File: src/inc/sslc_pkg.sv
// Package of constants for the serial switch latch control link
package sslc_pkg;
  localparam int SSLC_CHANNELS = 16;                       // Shift register length
  localparam logic [15:0] SSLC_SWITCH_RESET = 16'h0000;    // All switches off
  localparam logic [15:0] SSLC_SHIFT_RESET  = 16'h0000;
  localparam int SSLC_CLK_NS = 4;                          // Local clock period
  localparam int SSLC_SHIFT_MAX_MHZ = 72;                  // Fastest link clock
  localparam int SSLC_LATCH_PULSE_MIN_NS = 12;             // latch_pulse_min
  localparam int SSLC_FORCE_OFF_PULSE_MIN_NS = 55;         // force_off_pulse_min
  localparam int SSLC_POWERUP_WAIT_US = 500;
  // Least times round up to whole cycles
  localparam int SSLC_LATCH_PULSE_CYC =
    (SSLC_LATCH_PULSE_MIN_NS + SSLC_CLK_NS - 1) / SSLC_CLK_NS;
  localparam int SSLC_FORCE_OFF_PULSE_CYC =
    (SSLC_FORCE_OFF_PULSE_MIN_NS + SSLC_CLK_NS - 1) / SSLC_CLK_NS;
  localparam int SSLC_POWERUP_WAIT_CYC =
    (SSLC_POWERUP_WAIT_US * 1000 + SSLC_CLK_NS - 1) / SSLC_CLK_NS;
  // Half period of the generated link clock: 4 cycles gives 31.25 MHz, under the limit
  localparam int SSLC_HALF_PERIOD_CYC = 4;
  localparam int SSLC_MIN_HALF_CYC =
    (1000 + 2 * SSLC_SHIFT_MAX_MHZ * SSLC_CLK_NS - 1) / (2 * SSLC_SHIFT_MAX_MHZ * SSLC_CLK_NS);
endpackage

File: src/inc/sslc_link_if.sv
// Interface joining the controller end and the switch device end
`timescale 1ns/1ps
`default_nettype none
interface sslc_link_if;
  logic shiftClock;    // Serial shift clock from the controller
  logic serialIn;      // Serial data into the device
  logic chainOut;      // Last shift stage out of the device
  logic latchHoldN;    // latch_hold_n, low is transparent
  logic forceAllOff;   // force_all_off, high turns every switch off
  modport controller (output shiftClock, output serialIn, output latchHoldN,
                      output forceAllOff, input chainOut);
  modport device (input shiftClock, input serialIn, input latchHoldN,
                  input forceAllOff, output chainOut);
endinterface
`default_nettype wire

File: src/logic/sslc_controller.sv
// Controller end: writes a word over the link and pulses the latch
`timescale 1ns/1ps
`default_nettype none
module sslc_controller
  import sslc_pkg::*;
#(
  parameter int CHANNELS  = SSLC_CHANNELS,
  parameter int DEVICES   = 1,
  parameter int WAIT_CYC  = SSLC_POWERUP_WAIT_CYC,
  parameter int HALF_CYC  = SSLC_HALF_PERIOD_CYC
) (
  // Clock and reset
  input  wire logic                        clock,
  input  wire logic                        reset_n,
  // User request
  input  wire logic                        writeValid,
  input  wire logic [CHANNELS*DEVICES-1:0] writeWord,
  input  wire logic                        clearRequest,
  output logic                             writeReady,
  // Link pins
  sslc_link_if.controller                  link
);
  localparam int BITS = CHANNELS * DEVICES;

  typedef enum logic [3:0] {
    SSLC_WAIT  = 4'h1,
    SSLC_IDLE  = 4'h2,
    SSLC_SHIFT = 4'h4,
    SSLC_LATCH = 4'h8
  } sslc_ctl_mode_t;

  typedef struct packed {
    sslc_ctl_mode_t  mode;
    logic [31:0]     count;
    logic [31:0]     bitCount;
    logic [BITS-1:0] word;
    logic            sclk;
    logic            sdata;
    logic            holdN;
    logic            off;
    logic [31:0]     offCount;
    logic            ready;
  } sslc_ctl_state_t;

  sslc_ctl_state_t state_r;
  sslc_ctl_state_t state_nxt;

  // Sequencer: wait, shift 16N bits with hold high, pulse hold low
  always_comb begin
    state_nxt = state_r;
    state_nxt.ready = 1'b0;
    // Clear held high for at least its least width
    if (clearRequest) begin
      state_nxt.off = 1'b1;
      state_nxt.offCount = 32'(SSLC_FORCE_OFF_PULSE_CYC);
    end else if (state_r.offCount != 32'h0) begin
      state_nxt.offCount = state_r.offCount - 32'h1;
    end else begin
      state_nxt.off = 1'b0;
    end
    case (state_r.mode)
      SSLC_WAIT: begin
        if (state_r.count >= 32'(WAIT_CYC)) begin
          state_nxt.mode = SSLC_IDLE;
          state_nxt.ready = 1'b1;
        end else begin
          state_nxt.count = state_r.count + 32'h1;
        end
      end
      SSLC_IDLE: begin
        state_nxt.ready = 1'b1;
        if (writeValid && state_r.ready) begin
          state_nxt.ready = 1'b0;
          state_nxt.mode = SSLC_SHIFT;
          state_nxt.word = writeWord;
          state_nxt.bitCount = 32'h0;
          state_nxt.count = 32'h0;
          state_nxt.sclk = 1'b0;
          state_nxt.sdata = writeWord[BITS-1];
        end
      end
      SSLC_SHIFT: begin
        // Half periods of HALF_CYC keep the rate under the limit
        if (state_r.count + 32'h1 >= 32'(HALF_CYC)) begin
          state_nxt.count = 32'h0;
          state_nxt.sclk = !state_r.sclk;
          if (state_r.sclk) begin
            // Falling edge: present next bit, or finish
            if (state_r.bitCount + 32'h1 >= 32'(BITS)) begin
              state_nxt.mode = SSLC_LATCH;
              state_nxt.holdN = 1'b0;
              state_nxt.sclk = 1'b0;
            end else begin
              state_nxt.word = {state_r.word[BITS-2:0], 1'b0};
              state_nxt.sdata = state_r.word[BITS-2];
              state_nxt.bitCount = state_r.bitCount + 32'h1;
            end
          end
        end else begin
          state_nxt.count = state_r.count + 32'h1;
        end
      end
      SSLC_LATCH: begin
        // Low pulse held long enough, then back high
        if (state_r.count + 32'h1 >= 32'(SSLC_LATCH_PULSE_CYC)) begin
          state_nxt.holdN = 1'b1;
          state_nxt.mode = SSLC_IDLE;
          state_nxt.count = 32'h0;
        end else begin
          state_nxt.count = state_r.count + 32'h1;
        end
      end
      default: begin
        state_nxt.mode = SSLC_WAIT;
      end
    endcase
  end

  // State register; hold starts high so nothing updates before a write
  always_ff @(posedge clock or negedge reset_n) begin
    if (!reset_n) begin
      state_r <= '0;
      state_r.mode <= SSLC_WAIT;
      state_r.holdN <= 1'b1;
    end else begin
      state_r <= state_nxt;
    end
  end

  assign writeReady = state_r.ready;
  assign link.shiftClock = state_r.sclk;
  assign link.serialIn = state_r.sdata;
  assign link.latchHoldN = state_r.holdN;
  assign link.forceAllOff = state_r.off;

endmodule
`default_nettype wire

File: src/flat_wrapper.sv
// flat-port wrapper written by rule: the top's interface ports become plain ports
module sslc_controller_flat import sslc_pkg::*;
#(
  parameter int CHANNELS  = SSLC_CHANNELS,
  parameter int DEVICES   = 1,
  parameter int WAIT_CYC  = SSLC_POWERUP_WAIT_CYC,
  parameter int HALF_CYC  = SSLC_HALF_PERIOD_CYC
)
  (clock, reset_n, writeValid, writeWord, clearRequest, writeReady, link_shiftClock, link_serialIn, link_latchHoldN, link_forceAllOff, link_chainOut);
  sslc_link_if link_i ();
  input  wire logic clock;
  input  wire logic reset_n;
  input  wire logic writeValid;
  input  wire logic [CHANNELS*DEVICES-1:0] writeWord;
  input  wire logic clearRequest;
  output logic writeReady;
  output wire logic [$bits(link_i.shiftClock)-1:0] link_shiftClock;
  output wire logic [$bits(link_i.serialIn)-1:0] link_serialIn;
  output wire logic [$bits(link_i.latchHoldN)-1:0] link_latchHoldN;
  output wire logic [$bits(link_i.forceAllOff)-1:0] link_forceAllOff;
  input wire logic [$bits(link_i.chainOut)-1:0] link_chainOut;
  assign link_shiftClock = link_i.shiftClock;
  assign link_serialIn = link_i.serialIn;
  assign link_latchHoldN = link_i.latchHoldN;
  assign link_forceAllOff = link_i.forceAllOff;
  assign link_i.chainOut = link_chainOut;
  sslc_controller #(.CHANNELS(CHANNELS), .DEVICES(DEVICES), .WAIT_CYC(WAIT_CYC), .HALF_CYC(HALF_CYC)) u_core (.clock(clock), .reset_n(reset_n), .writeValid(writeValid), .writeWord(writeWord), .clearRequest(clearRequest), .writeReady(writeReady), .link(link_i));
endmodule
File: config.mk
export PLATFORM = sky130hd
export DESIGN_NAME = sslc_controller_flat
export DESIGN_NICKNAME = d
export VERILOG_FILES = /design/src/inc/sslc_pkg.sv /design/src/inc/sslc_link_if.sv /design/src/logic/sslc_controller.sv /design/src/flat_wrapper.sv
export SDC_FILE = /design/constraint.sdc
export NUM_CORES = 1
export LEC_CHECK = 0
export ABC_AREA = 1
export BUFFER_PORTS_ARGS = -buffer_cell sky130_fd_sc_hd__clkbuf_2
export CORE_ASPECT_RATIO = 1.5
export CORE_MARGIN = 1.5
export CORE_UTILIZATION = 28
export CTS_CLUSTER_DIAMETER = 50
export DETAILED_ROUTE_END_ITERATION = 6
export SLEW_MARGIN = 20
export SYNTH_ARGS = -nofsm -noshare
export SYNTH_HDL_FRONTEND = slang
export SYNTH_SLANG_ARGS = --single-unit
File: constraint.sdc
create_clock -name clock -period 2.18 [get_ports clock]
set_clock_uncertainty 0.1 [all_clocks]
set_input_delay 0.109 -clock clock [delete_from_list [all_inputs] [get_ports clock]]
set_output_delay 0.109 -clock clock [all_outputs]
set_load 0.02 [all_outputs]
* Word level (Yosys, flattened, before mapping)
Cells that the tools add are included.
** Word-level totals
- Register bits :: 120
- Word-level logic and storage cells :: 68
- Output and inout bits :: 5
** Operators by class
- Muxes and demuxes :: 26
- Equal/unequal tests :: 13
- $lt $le $gt $ge :: 4
- Add/sub/neg operators :: 3
- Reductions and logical operators :: 12
** Operator list (number)
- $mux W32 :: 4
- $pmux W32 S4 :: 1
- $mux W51 :: 2
- $pmux W50 S2 :: 1
- $mux W86 :: 1
- $add A32 B1 Y32 const B :: 2
- $mux W48 :: 1
- $mux W33 :: 1
- $ge A32 B17 Y1 const B :: 1
- $ge A32 B2 Y1 const B :: 1
- $ge A32 B3 Y1 const B :: 1
- $ge A32 B5 Y1 const B :: 1
- $reduce_bool A32 Y1 :: 1
- $sub A32 B1 Y32 const B :: 1
- $mux W4 :: 5
- $pmux W4 S4 :: 1
- $ne A2 B1 Y1 const B :: 6
- $reduce_and A5 Y1 :: 2
- $mux W1 :: 7
- $ne A2 B2 Y1 const B :: 3
- $reduce_and A3 Y1 :: 2
- $reduce_and A6 Y1 :: 1
- $reduce_bool A2 Y1 :: 3
- $eq A4 B1 Y1 const B :: 1
- 7 further kinds :: 8

* Logic depth before layout (Yosys ltp)
- Depth after elaboration :: 6
- Mapped depth :: 20

* Worst setup path after synthesis
No wires, ideal clock.
- Path type :: register -> register
- Start :: register u_core.state_r[86] (netlist bit)
- End :: register u_core.state_r[71] (netlist bit)
- Buffers on the path :: 2
- Required time :: 2.019 ns
- Arrival :: 2.155 ns
- Setup time :: 0.061 ns
- Slack :: -0.135 ns
- Cell stages (with the launch flop) :: 17
- Cell sequence :: dfrtp_1 > ha_1 > nand2_1 > nor2_4 > nand2_2 > nor2_4 > xnor2_1 > nand2_1 > nor2_1 > nand2_1 > nor2_1 > nand2_1 > nand3_2 > buf_6 > buf_6 > nand2_2 > inv_2
** Between the ends
- Cells in the longest elaborated chain, start to end :: 4
** Ends and longest elaborated chain
- start: declaration :: line sslc_controller.sv:45 : sslc_ctl_state_t state_r;
- start signal: assignment :: line sslc_controller.sv:126 : state_r <= state_nxt;
- $add A32 B1 Y32 :: line sslc_controller.sv:84 : if (state_r.count + 32'h1 >= 32'(HALF_CYC)) begin
- $ge A32 B3 Y1 :: line sslc_controller.sv:84
- $ne A2 B1 Y1 (no line)
- $reduce_and A5 Y1 (no line)
Every way passes these cells.
A chain may end at the register's enable or synchronous reset.

* Worst setup path after layout
- Start :: register u_core.state_r[53] (netlist bit)
- End :: register u_core.state_r[54] (netlist bit)
** Between the ends
- Cells in the longest elaborated chain, start to end :: 5
- Elaborated cells on any way between the ends :: 8
** Ends and longest elaborated chain (line)
- $add A32 B1 Y32 * :: sslc_controller.sv:89, sslc_controller.sv:96
- branches (longest 4 deep; another with $ge A32 B5 Y1)
Mark *: on every way between the ends. The select of a mux whose other input is x is not followed.

==> metrics.txt <==
# TYPE chip_impl_metric gauge
chip_impl_info{name="status",value="finished with violations"} 1
chip_impl_info{name="failed_checks",value="design-rule violations, negative setup slack"} 1
chip_impl_info{name="worst_hold_startpoint",value="writeWord[5]"} 1
chip_impl_metric{name="chipHeight",unit="microns"} 208
chip_impl_metric{name="synthesis_warning_total",unit=""} 0
chip_impl_metric{name="power_density",unit="mW/mm^2"} 449
chip_impl_metric{name="grt.met1_usage",unit=""} 0.176
chip_impl_metric{name="clockPowerShare",unit=""} 0.542
chip_impl_metric{name="maximum_clock_frequency",unit="MHz"} 391
chip_impl_metric{name="final_net_count",unit=""} 1492
chip_impl_metric{name="groute.layer.met2.usage",unit=""} 0.323
chip_impl_info{name="clock_tree_from_tritoncts",value="done"} 1
chip_impl_metric{name="drt-total-wl",unit="microns"} 24300
chip_impl_metric{name="clkSlewWorstSetupHoldPaths",unit="ns"} 0.06
chip_impl_metric{name="initial_utilization",unit=""} 0.286
chip_impl_metric{name="syn_nets",unit=""} 1222
chip_impl_info{name="root_buffer",value="sky130_fd_sc_hd__clkbuf_16"} 1
chip_impl_metric{name="gp_routability_congestion",unit=""} 0.902
chip_impl_metric{name="drive_above_1_share",unit=""} 0.321
chip_impl_metric{name="sequential_share_of_power",unit=""} 0.425
chip_impl_info{name="worst_hold_path_type",value="input pin to flip-flop"} 1
chip_impl_metric{name="static-leakage-power",unit="uW"} 0.00617
chip_impl_metric{name="num_io_pins",unit=""} 26
chip_impl_metric{name="post_synth_num_cell_types",unit=""} 39
chip_impl_metric{name="power.total",unit="uW"} 5280
chip_impl_metric{name="global_route.usage.total",unit=""} 0.173
chip_impl_metric{name="worst-endpoint-arrival",unit="ns"} 2.77
chip_impl_metric{name="setup_viol",unit=""} 70
chip_impl_metric{name="max_stage_delay",unit="ns"} 0.40
chip_impl_metric{name="setup_slack",unit="ns"} -0.376
chip_impl_metric{name="cts.sink_count",unit=""} 120
chip_impl_metric{name="cts_inserted_buffers",unit=""} 17
chip_impl_metric{name="worst_skew_pair.late_latency",unit="ns"} 0.43
chip_impl_metric{name="detail_route.vias_per_cell",unit=""} 4.66
chip_impl_metric{name="dp.cells",unit=""} 1729
chip_impl_metric{name="die_x",unit="microns"} 139
chip_impl_info{name="timing.setup.critical_path_class",value="flip-flop to flip-flop"} 1
chip_impl_metric{name="first_global_vias",unit=""} 8573
chip_impl_info{name="worst_setup_path_startpoint",value="u_core.state_r[53]"} 1
chip_impl_metric{name="combinationalPowerShare",unit=""} 0.032
chip_impl_metric{name="post_synth_instance_area",unit="sq mm"} 0.00781
chip_impl_metric{name="area_growth",unit="%"} 50.6
chip_impl_info{name="reg2reg_from",value="u_core.state_r[53]"} 1
chip_impl_metric{name="period_minus_slack",unit="ns"} 2.56
chip_impl_info{name="crit_path_end_kind",value="flip-flop"} 1
chip_impl_metric{name="grt.met3_usage",unit=""} 0.0316
chip_impl_metric{name="p_sw",unit="uW"} 1180
chip_impl_metric{name="placement.io_buffers",unit=""} 24
chip_impl_metric{name="fillCellCount",unit=""} 2689
chip_impl_metric{name="global_route_wire_length_before_repair",unit="microns"} 40100
chip_impl_metric{name="syn-instance-count",unit=""} 1196
chip_impl_metric{name="number_of_synthesized_flops_with_an_enable_pin",unit=""} 0
chip_impl_metric{name="timing.hold.worst_path_depth",unit=""} 5
chip_impl_metric{name="maxCapViolCount",unit=""} 0
chip_impl_metric{name="antenna-diode-count",unit=""} 0
chip_impl_info{name="setup_repair_after_global_routing_missed_its_margin",value="true"} 1
chip_impl_metric{name="dp_wirelength",unit="microns"} 16900
chip_impl_metric{name="rows",unit=""} 74
chip_impl_metric{name="ctsLongestPathBuffers",unit=""} 2
chip_impl_metric{name="report.final.hold_viol_count",unit=""} 0
chip_impl_metric{name="grt_overflow_total",unit=""} 0
chip_impl_metric{name="core",unit="sq mm"} 0.0273
chip_impl_metric{name="layout.core_utilization",unit=""} 0.431
chip_impl_metric{name="switching_share",unit=""} 0.223
chip_impl_metric{name="min_period_over_period",unit=""} 1.17
chip_impl_metric{name="synth_seq_area_share",unit=""} 0.385
chip_impl_info{name="most_frequently_used_flop_master_after_synthesis",value="sky130_fd_sc_hd__dfrtp_1"} 1
chip_impl_metric{name="route.vias.total",unit=""} 8479
chip_impl_info{name="post-synth-top-count-cell",value="sky130_fd_sc_hd__nand2_1"} 1
chip_impl_metric{name="vdd.ir_drop.worst",unit="mV"} 0.482
chip_impl_metric{name="routedWlPerCell",unit="microns"} 13.4
chip_impl_metric{name="drc_errors",unit=""} 1
chip_impl_info{name="grt_busiest_layer",value="met2"} 1
chip_impl_metric{name="largest_net_degree_at_the_start_of_global_routing",unit=""} 121
chip_impl_info{name="synthTopCellsByArea",value="sky130_fd_sc_hd__dfrtp_1 (38%), sky130_fd_sc_hd__nand2_1 (20%), sky130_fd_sc_hd__nor2_1 (8.2%)"} 1
chip_impl_metric{name="antenna_found_initial",unit=""} 0
chip_impl_metric{name="p_int",unit="uW"} 4110
chip_impl_metric{name="max_slew.worst_pin.slew",unit="ns"} 0.666
chip_impl_metric{name="worst-path-max-fanout",unit=""} 11
chip_impl_info{name="cells_traversed_along_the_worst_timing_path",value="buf_6 > ha_4 > nand3_4 > inv_4 > nand3_1 > inv_2 > nand2_1 > xor2_1 > nor2_1 > nand2_1 > nor2_4 > nand2_2 > nand2_2 > nand3_4 > buf_12 > buf_12 > nand2_1 > nand2_1"} 1
chip_impl_info{name="synthDominantAreaCellType",value="sky130_fd_sc_hd__dfrtp_1"} 1
chip_impl_metric{name="final-max-slew-violation-count",unit=""} 0
chip_impl_metric{name="slew_headroom",unit=""} 0.556
chip_impl_metric{name="detailedRoute.firstIterationViolations",unit=""} 451
chip_impl_metric{name="yosys_register_bits",unit=""} 120
chip_impl_metric{name="worst_path_required",unit="ns"} 2.40
chip_impl_info{name="crit_top_cell",value="sky130_fd_sc_hd__nand2_1"} 1
chip_impl_metric{name="floorplan.die_area",unit="sq mm"} 0.0289
chip_impl_metric{name="post-synth-top-area-fraction",unit=""} 0.378
chip_impl_metric{name="synth_area_per_cell",unit="sq um"} 6.53
chip_impl_metric{name="async_flop_share",unit=""} 1.00
chip_impl_info{name="start_kind",value="flip-flop"} 1
chip_impl_info{name="crit_slowest_cell",value="sky130_fd_sc_hd__dfrtp_1"} 1
chip_impl_metric{name="final-instance-count-excl-fill",unit=""} 1820
chip_impl_metric{name="rr_worst_depth",unit=""} 18
chip_impl_info{name="synth_common_cells",value="sky130_fd_sc_hd__nand2_1 (425), sky130_fd_sc_hd__nor2_1 (171), sky130_fd_sc_hd__inv_1 (136)"} 1
chip_impl_metric{name="number_of_iterations_in_the_first_detailed_routing_pass",unit=""} 7
chip_impl_metric{name="ant_nets",unit=""} 0
chip_impl_metric{name="cts_htree_levels",unit=""} 4
sequential cells by signal (all words and copies together) (netlist names):
signal                   cells
u_core.link.forceAllOff      1
u_core.link.latchHoldN       1
u_core.link.serialIn         1
u_core.link.shiftClock       1
u_core.state_r             115
u_core.writeReady            1
cells by family after synthesis:
family                   share of synthesized area
AO/OA/AOI/OAI                               0.0552
XOR/XNOR                                    0.0347
adder cells (fa/ha/maj)                    0.00801
buffers and inverters                       0.0908
flip-flops                                   0.385
AND/OR/NAND/NOR                              0.427
area by class of cell:
class	count	area [sq um]	share of cell area
Tap cell	342	428	0.0364
Clock buffer	21	480	0.0408
Sequential cell	120	3010	0.256
Clock inverter	10	118	0.00999
Inverter	153	582	0.0494
Multi-Input combinational cell	898	4800	0.407
Timing Repair Buffer	276	2350	0.200
routing by layer:
metal | vias up | routed length [microns]
met2 | 152 | 13500
met3 | 61 | 675
met4 | 0 | 974
met5 | - | 0
li1 | 4299 | -
met1 | 3967 | 9200
worst max-delay path: cells and delay by family, from the launching register on:
family	cells	cell delay [ns]
and+or+nand+nor	11	1.03
buffers and inverters	5	0.64
xor gates and xnor gates	1	0.14
DFF	1	0.40
adders and majority gates	1	0.14
per-stage QoR:
stage	hold WS, ns	TNS, ns	worst slack, ns	instance area (sq um)
after floorplan	-0.287	-2.69	-0.0837	7850
after global placement	0.172	-32.46	-0.459	9760
final	0.00913	-23.80	-0.376	11800
after CTS	0.000186	-20.25	-0.327	11300
after global routing	0.0313	-36.20	-0.548	11800
after detailed placement	0.174	-35.02	-0.505	9760
path summary, 6_finish.rpt:
kind                       slack (ns)                  end
min reg2reg                      0.37   u_core.state_r[46]
max                             -0.38   u_core.state_r[54]
max in group asynchronous        1.21   u_core.state_r[65]
min in group asynchronous        0.23  u_core.state_r[116]
min                             0.009   u_core.state_r[42]
max reg2reg                     -0.38   u_core.state_r[54]
cells in the final DEF, fill, tap and decap left out, drive strengths merged:
master | netlist | final
nand2 | 440 | 441
buf | 11 | 235
nor2 | 187 | 187
inv | 152 | 154
dfrtp | 118 | 118
nand3 | 67 | 67
o21ai | 53 | 53
nand4 | 44 | 44
clkbuf | 15 | 44
nor3 | 24 | 24
a21oi | 18 | 18
xor2 | 18 | 18
dlygate4sd3 | 0 | 16
xnor2 | 13 | 13
nor4 | 5 | 5
ha | 5 | 5
nand3b | 4 | 4
clkinvlp | 0 | 4
o21bai | 3 | 3
and2 | 3 | 3
and3 | 3 | 3
clkinv | 1 | 3
o211ai | 2 | 2
bufinv | 0 | 2
bufbuf | 0 | 2
dfstp | 2 | 2
a41oi | 1 | 1
nor4b | 1 | 1
a31oi | 1 | 1
o2111ai | 1 | 1
o21a | 1 | 1
a211oi | 1 | 1
nor3b | 1 | 1
or4 | 1 | 1
power groups by stage:
stage                     logic [uW]  clock network [uW]  registers (uW)
after floorplan                 44.9                   0            2280
after global placement           136                   0            2280
after detailed placement         139                   0            2280
after CTS                        163                2920            2240
after global routing             192                3030            2250
final                            170                2860            2250
what timing repair did:
| action | CTS | global route |
|---|---|---|
| buffers inserted | 22 | 18 |
| setup endpoints to repair | 90 | 96 |
| resized for setup | 116 | 105 |
| hold endpoints to repair | 134 | 0 |
| hold buffers | 16 | 0 |
| cloned | 7 | 0 |
| pin swaps | 32 | 42 |
(Power assumes the default switching activity.)
